### src/common/hielv_consts.vh
`ifndef HIELV_CONSTS_VH
`define HIELV_CONSTS_VH
// ===========================================================
// register byte offsets
`define HIELV_OFF_STATUS 8'h58
`define HIELV_OFF_ENABLE 8'h5c
`define HIELV_OFF_LEVEL 8'h68
`define HIELV_OFF_EVT_STS 8'h70
`define HIELV_OFF_EVT_CLR 8'h74
`define HIELV_OFF_EVT_EN 8'h78
// ===========================================================
// enable register layout
`define HIELV_EN_WMASK 32'hffbbfff8
`define HIELV_EN_RSVD_ZERO 32'h00000820
`define HIELV_EN_RESET 32'h00000000
`define HIELV_BIT_SW 31
`define HIELV_BIT_TX_DATA_SPACE_FLAG 9
`define HIELV_BIT_TX_STATUS_LEVEL_FLAG 7
`define HIELV_BIT_RX_STATUS_LEVEL_FLAG 3
`define HIELV_LEVEL_FLAGS 32'h00000288
// ===========================================================
// level register layout
`define HIELV_LEVEL_RESET 32'h48000000
`define HIELV_TXD_HI 31
`define HIELV_TXD_LO 24
`define HIELV_TXS_HI 23
`define HIELV_TXS_LO 16
`define HIELV_RXS_HI 7
`define HIELV_RXS_LO 0
// ===========================================================
// block event bits
`define HIELV_EVT_TX_DATA_SPACE_FLAG 0
`define HIELV_EVT_TX_STATUS_LEVEL_FLAG 1
`define HIELV_EVT_RX_STATUS_LEVEL_FLAG 2
`define HIELV_EVT_W 3
`endif

### src/design/hielv_top.v
`timescale 1ns/100ps
`include "hielv_consts.vh"

// What this block does
// set enable bit admits source to irq
// status flags report regardless of enable, except software
// enable register 32 bits mirroring status layout
// writable enable bits reset to zero
// top byte enable positions 31 to 28
// phy, tx/rx stopped enables at 27-24
// enables at 23,21,20,19,17; 22,18 reserved
// enables at bits 16 to 12
// enables at 10,9,8,7,6,4,3
// host writes zero to bits 11, 5
// enable bits 2:0 read-only reserved
// tx data threshold bits 31:24, reset 48h
// flag when tx free space exceeds threshold
// tx status threshold 23:16, occupancy compare
// rx status threshold 7:0, occupancy compare
// host writes zero to level bits 15:8
// status flags clear on write one
// irq high while flag and enable set
module hielv_top #(
  parameter CNT_W = 8
) (
  input wire SYS_CLK,
  input wire SYS_RST,
  input wire WB_CYC_I,
  input wire WB_STB_I,
  input wire WB_WE_I,
  input wire [7:0] WB_ADR_I,
  input wire [3:0] WB_SEL_I,
  input wire [31:0] WB_DAT_I,
  output reg [31:0] WB_DAT_O,
  output reg WB_ACK_O,
  input wire [31:0] SRC_EVENTS,
  input wire [CNT_W-1:0] TX_DATA_FREE,
  input wire [CNT_W-1:0] TX_STATUS_USED,
  input wire [CNT_W-1:0] RX_STATUS_USED,
  output reg IRQ,
  output reg EVT_IRQ
);

  // ===========================================================
  // helpers
  function [31:0] lane_mask;
    input [3:0] sel;
    begin
      lane_mask = {{8{sel[3]}}, {8{sel[2]}}, {8{sel[1]}}, {8{sel[0]}}};
    end
  endfunction

  function above;
    input [CNT_W-1:0] level;
    input [7:0] thr;
    begin
      above = ({{8{1'b0}}, level} > {{CNT_W{1'b0}}, thr});
    end
  endfunction

  // ===========================================================
  // bus decode
  wire req = WB_CYC_I & WB_STB_I & ~WB_ACK_O;
  wire wr = req & WB_WE_I;
  wire [31:0] bm = lane_mask(WB_SEL_I);
  wire wr_sts = wr & (WB_ADR_I == `HIELV_OFF_STATUS);
  wire wr_en = wr & (WB_ADR_I == `HIELV_OFF_ENABLE);
  wire wr_lvl = wr & (WB_ADR_I == `HIELV_OFF_LEVEL);
  wire wr_eclr = wr & (WB_ADR_I == `HIELV_OFF_EVT_CLR);
  wire wr_een = wr & (WB_ADR_I == `HIELV_OFF_EVT_EN);

  reg [31:0] enable_q;
  reg [31:0] level_q;
  reg [31:0] status_q;
  reg [`HIELV_EVT_W-1:0] evt_sts_q;
  reg [`HIELV_EVT_W-1:0] evt_en_q;
  reg [`HIELV_EVT_W-1:0] lvl_prev_q;

  // ===========================================================
  // level comparisons
  wire tx_data_space_flag_lvl = above(TX_DATA_FREE, level_q[`HIELV_TXD_HI:`HIELV_TXD_LO]);
  wire tx_status_level_flag_lvl = above(TX_STATUS_USED, level_q[`HIELV_TXS_HI:`HIELV_TXS_LO]);
  wire rx_status_level_flag_lvl = above(RX_STATUS_USED, level_q[`HIELV_RXS_HI:`HIELV_RXS_LO]);
  wire [`HIELV_EVT_W-1:0] lvl_now = {rx_status_level_flag_lvl, tx_status_level_flag_lvl, tx_data_space_flag_lvl};

  // level flags fire as sources alongside the external events
  reg [31:0] src;
  always @* begin
    src = SRC_EVENTS & ~`HIELV_LEVEL_FLAGS;
    src[`HIELV_BIT_TX_DATA_SPACE_FLAG] = tx_data_space_flag_lvl;
    src[`HIELV_BIT_TX_STATUS_LEVEL_FLAG] = tx_status_level_flag_lvl;
    src[`HIELV_BIT_RX_STATUS_LEVEL_FLAG] = rx_status_level_flag_lvl;
    // software source only reports while it is enabled
    src[`HIELV_BIT_SW] = SRC_EVENTS[`HIELV_BIT_SW] & enable_q[`HIELV_BIT_SW];
    // reserved status positions never report, even though enable 11 and 5 store
    src = src & `HIELV_EN_WMASK & ~`HIELV_EN_RSVD_ZERO;
  end

  // ===========================================================
  // registers
  wire [31:0] sts_clr = wr_sts ? (WB_DAT_I & bm) : 32'h00000000;
  wire [`HIELV_EVT_W-1:0] lvl_rise = lvl_now & ~lvl_prev_q;
  wire [`HIELV_EVT_W-1:0] eclr = wr_eclr ? WB_DAT_I[`HIELV_EVT_W-1:0] & bm[`HIELV_EVT_W-1:0]
    : {`HIELV_EVT_W{1'b0}};

  always @(posedge SYS_CLK) begin
    if (SYS_RST) begin
      enable_q <= `HIELV_EN_RESET;
      level_q <= `HIELV_LEVEL_RESET;
      status_q <= 32'h00000000;
      evt_sts_q <= {`HIELV_EVT_W{1'b0}};
      evt_en_q <= {`HIELV_EVT_W{1'b0}};
      lvl_prev_q <= {`HIELV_EVT_W{1'b0}};
    end else begin
      lvl_prev_q <= lvl_now;
      // set wins over a write-one clear in the same cycle
      status_q <= (status_q & ~sts_clr) | src;
      evt_sts_q <= (evt_sts_q & ~eclr) | lvl_rise;
      if (wr_en)
        // writable reserved bits 11 and 5 store what is written, zero is expected
        enable_q <= (enable_q & ~(bm & `HIELV_EN_WMASK)) | (WB_DAT_I & bm & `HIELV_EN_WMASK);
      if (wr_lvl)
        level_q <= (level_q & ~bm) | (WB_DAT_I & bm);
      if (wr_een)
        evt_en_q <= (evt_en_q & ~bm[`HIELV_EVT_W-1:0]) | (WB_DAT_I[`HIELV_EVT_W-1:0]
          & bm[`HIELV_EVT_W-1:0]);
    end
  end

  // ===========================================================
  // read data and ack: registered, one cycle after the request
  reg [31:0] rd;
  always @* begin
    case (WB_ADR_I)
      `HIELV_OFF_STATUS: rd = status_q;
      `HIELV_OFF_ENABLE: rd = enable_q & `HIELV_EN_WMASK;
      `HIELV_OFF_LEVEL: rd = level_q;
      `HIELV_OFF_EVT_STS: rd = {{(32-`HIELV_EVT_W){1'b0}}, evt_sts_q};
      `HIELV_OFF_EVT_EN: rd = {{(32-`HIELV_EVT_W){1'b0}}, evt_en_q};
      default: rd = 32'h00000000;
    endcase
  end

  always @(posedge SYS_CLK) begin
    if (SYS_RST) begin
      WB_ACK_O <= 1'b0;
      WB_DAT_O <= 32'h00000000;
      IRQ <= 1'b0;
      EVT_IRQ <= 1'b0;
    end else begin
      WB_ACK_O <= req;
      WB_DAT_O <= req ? rd : 32'h00000000;
      // enabled sources only, registered for a glitch-free pin
      IRQ <= |(status_q & enable_q & `HIELV_EN_WMASK);
      EVT_IRQ <= |(evt_sts_q & evt_en_q);
    end
  end

endmodule // hielv_top

### config.mk
export PLATFORM = sky130hd
export DESIGN_NAME = hielv_top
export DESIGN_NICKNAME = d
export VERILOG_FILES = /design/src/design/hielv_top.v
export VERILOG_INCLUDE_DIRS = /design/src /design/src/common
export SDC_FILE = /design/constraint.sdc
export NUM_CORES = 1
export LEC_CHECK = 0
export ABC_CLOCK_PERIOD_IN_PS = 2700
export BUFFER_PORTS_ARGS = -buffer_cell sky130_fd_sc_hd__buf_2
export CORE_MARGIN = 1.5
export CORE_UTILIZATION = 53
export CTS_BUF_LIST = sky130_fd_sc_hd__clkbuf_4 sky130_fd_sc_hd__clkbuf_8 sky130_fd_sc_hd__clkbuf_16
export CTS_CLUSTER_DIAMETER = 120
export DETAILED_ROUTE_END_ITERATION = 10
export PLACE_DENSITY = 0.77
export SYNTH_ARGS = -nofsm -noshare
export SYNTH_HDL_FRONTEND = slang
export SYNTH_SLANG_ARGS = --single-unit
### constraint.sdc
create_clock -name SYS_CLK -period 2.7 [get_ports SYS_CLK]
set_clock_uncertainty 0.05 [all_clocks]
set_input_delay 0.54 -clock SYS_CLK [delete_from_list [all_inputs] [get_ports SYS_CLK]]
set_output_delay 0.54 -clock SYS_CLK [all_outputs]
set_load 0.01 [all_outputs]
==> results.py <==
metrics = {
    "die": {
        "std_cell_rows": 37,
        "initial_core_util_pct": 54.77,
        "die_x_um": 106.5,
        "core_um2": 10370,
        "die-area_um2": 11350,
        "die_height_um": 106.5,
        "num_io_pins": 140,
    },
    "hold_path": {
        "hold_start": "WB_DAT_I[18]",
        "worst_hold_path_type": "primary input to flip-flop",
        "hold-path-cell-count": 2,
        "min_to": "status_q[18]",
    },
    "synth": {
        "synth_nets": 763,
        "synth.distinct_cells": 40,
        "seq_area_frac_synth_pct": 47.59,
        "synth_edf_count": 0,
        "postSynthAreaPerCell_um2": 8.958,
        "ys_ff_latch": 135,
        "synth_flop_cell": "dfxtp_1",
        "synthArstFlopShare_pct": 0,
        "postSynthCellCount": 634,
        "yosys_warnings": 0,
        "synthesis.area_um2": 5679,
    },
    "clock_tree": {
        "post-cts-setup-buffer-count": 0,
        "cts_made_buffers": 17,
        "clock-sinks": 135,
        "worstSkewPairLatency_ps": 530,
        "clkTransAtPathRegs_ps": 60,
        "cts_tree": "yes",
        "cts_buffer_depth": 2,
        "cts_resized": 0,
        "htreeDepth": 4,
        "cts-root-buf": "clkbuf_8",
        "cts_hold_buf": 0,
    },
    "pwr": {
        "power.static_leakage_nw": 2.812,
        "p_int_w": 0.003472,
        "clkPwrFrac_pct": 48.8,
        "vdd.ir_drop.worst_uv": 466.0,
        "comb_power_share_pct": 5.3,
        "p_sw_w": 0.001024,
        "swShare_pct": 22.77,
        "power.density_nw_per_um2": 629.9,
        "seqPwrFrac_pct": 45.9,
    },
    "route": {
        "wl_met3_um": 1097,
        "dr.pass1.iters": 9,
        "drc": 0,
        "wl_per_cell_um": 16.94,
        "route.met2.wl_um": 7632,
        "drt_wl_total_um": 15610,
        "num_vias": 5372,
        "via_per_inst": 5.833,
        "postRouteAntennaNets": 0,
        "drt_iter0_drc": 498,
        "top_layer_used": "met4",
        "wl_met1_um": 6611,
    },
    "sta": {
        "slew_headroom_pct": 63.95,
        "hold_viol": 0,
        "period_needed_ps": 2093,
        "period_share_pct": 77.53,
        "fin_tns_setup_ps": 0,
        "rsz0062_at_grt": "false",
        "fin_hold_ws_ps": 157.3,
        "fmax_mhz": 477.7,
        "maxSlewViolCount": 0,
        "worst_slew_pin_slew_ps": 535.1,
        "finalSetupViolCount": 0,
    },
    "worst_setup_path": {
        "startpoint_type": "primary input",
        "crit_buf_inv": 2,
        "path_cells": "buf_2, or4b_1, nor4_4, buf_12, nand3_1, nand2_1, a21oi_1",
        "cp.required_ps": 3030,
        "slowest_stage": "or4b_1",
        "slowest_delay_ps": 610,
        "critPathKind": "primary input to flip-flop",
        "cp_max_fo": 31,
        "r2r-end": "evt_sts_q[1]",
        "reg2reg_slack_ps": 850,
        "crit_family": "simple AND/OR/NAND/NOR gates",
        "ff2ff_path_depth": 7,
        "cp-end-kind": "flip-flop",
        "critPathArrivalTime_ps": 2430,
    },
    "finish": {
        "fin_cells": 921,
        "syn_to_final_growth_pct": 25.67,
        "drive_above_1_share_pct": 24.62,
        "nNetsFinal": 901,
    },
    "global_routing": {
        "antenna_found_initial": 1,
        "grt_max_degree": 41,
        "grt_pass1_vias": 5223,
        "grtUsageTotal_pct": 28.61,
        "grt_pass1_wl_um": 25300,
        "grt_overflow_total": 0,
    },
    "place": {
        "port_buffers": 129,
        "dp.cells": 889,
        "gp_congestion": 0.8240,
        "dp_hpwl_um": 10970,
    },
    "run_status": {
        "status": "completed",
    },
    "flow_run": {
        "max_cap_violations": 0,
    },
}
-- Yosys cell counts (2+ instances only) --
master	number	area [um2]
a211o_1	4	35.03
a21oi_1	63	315.3
a221oi_1	2	17.52
a222oi_1	29	290.3
a22o_1	2	17.52
a22oi_1	14	105.1
and3_1	5	31.28
buf_2	10	50.05
clkbuf_1	23	86.33
dfxtp_1	135	2703
ha_1	24	300.3
inv_1	31	116.4
mux2i_1	41	410.4
nand2_1	67	251.5
nand2b_1	8	50.05
nand3_1	17	85.08
nand3b_1	3	22.52
nand4_1	8	50.05
nor2_1	105	394.1
nor2b_1	6	37.54
nor4_2	4	50.05
o211ai_1	3	22.52
o21ai_0	10	50.05
o22a_1	3	26.28
or2_2	2	12.51
-- through the flow --
stage	setup slack [ps]	cell area (um2)	utilization, %	power, W
global placement	125.0	6571	63.37	0.002325
floorplan	407.6	5679	-	0.002204
CTS	623.9	7134	68.80	0.004512
finish	606.8	7137	68.82	0.004496
detailed placement	90.41	6571	63.37	0.002338
global route	483.3	7137	68.82	0.004631
-- worst max-delay path by stage --
stage	startpoint	end	cells past startpoint
after detailed placement	WB_ADR_I[1]	flip-flop	7
after global placement	WB_ADR_I[1]	flip-flop	7
after global routing	WB_ADR_I[1]	flip-flop	7
after CTS	WB_ADR_I[1]	flip-flop	7
after floorplan	WB_ADR_I[1]	flip-flop	7
final	WB_ADR_I[1]	flip-flop	7
-- layout by cell type, fill, tap and decap left out, types with 16 or more instances in the layout --
cell type / count
a21oi_1: 63
a222oi_1: 29
buf_2: 129
buf_4: 21
clkbuf_16: 16
dfxtp_1: 135
ha_1: 24
inv_1: 31
mux2i_1: 41
nand2_1: 67
nand3_1: 17
nor2_1: 104
-- area by class of cell --
class	instances	area (um2)
Clock buffer	19	435.4
Multi-Input combinational cell	434	2719
Antenna cell	1	2.502
Fill cell	838	3233
Inverter	31	116.4
Tap cell	136	170.2
Timing Repair Buffer	153	863.3
Sequential cell	135	2703
Clock inverter	12	127.6
-- power by group through the flow --
stage	combinational (W)	clock (W)	sequential (W)
after floorplan	0.000112	0	0.00209
after global placement	0.000223	0	0.00210
after detailed placement	0.000234	0	0.00210
after CTS	0.000237	0.00221	0.00206
after global routing	0.000265	0.00230	0.00206
final	0.000238	0.00219	0.00206
-- kinds of logic (layout without fill, tap and decap cells) --
logic type	count (synthesis)	after routing	synth area share (%)
simple gates	236	236	19.37
flops	135	135	47.59
compound gates	133	133	15.95
buf+inv	65	215	4.583
mux	41	41	7.226
fa+ha+maj	24	24	5.288
other cells	0	1	0
-- routing by layer --
metal	GRT usage [%]	up-vias
met5	0	-
met4	10.76	0
li1	-	2534
met1	36.76	2571
met3	5.579	25
met2	47.65	242
Power figures use the tool's default switching activity.
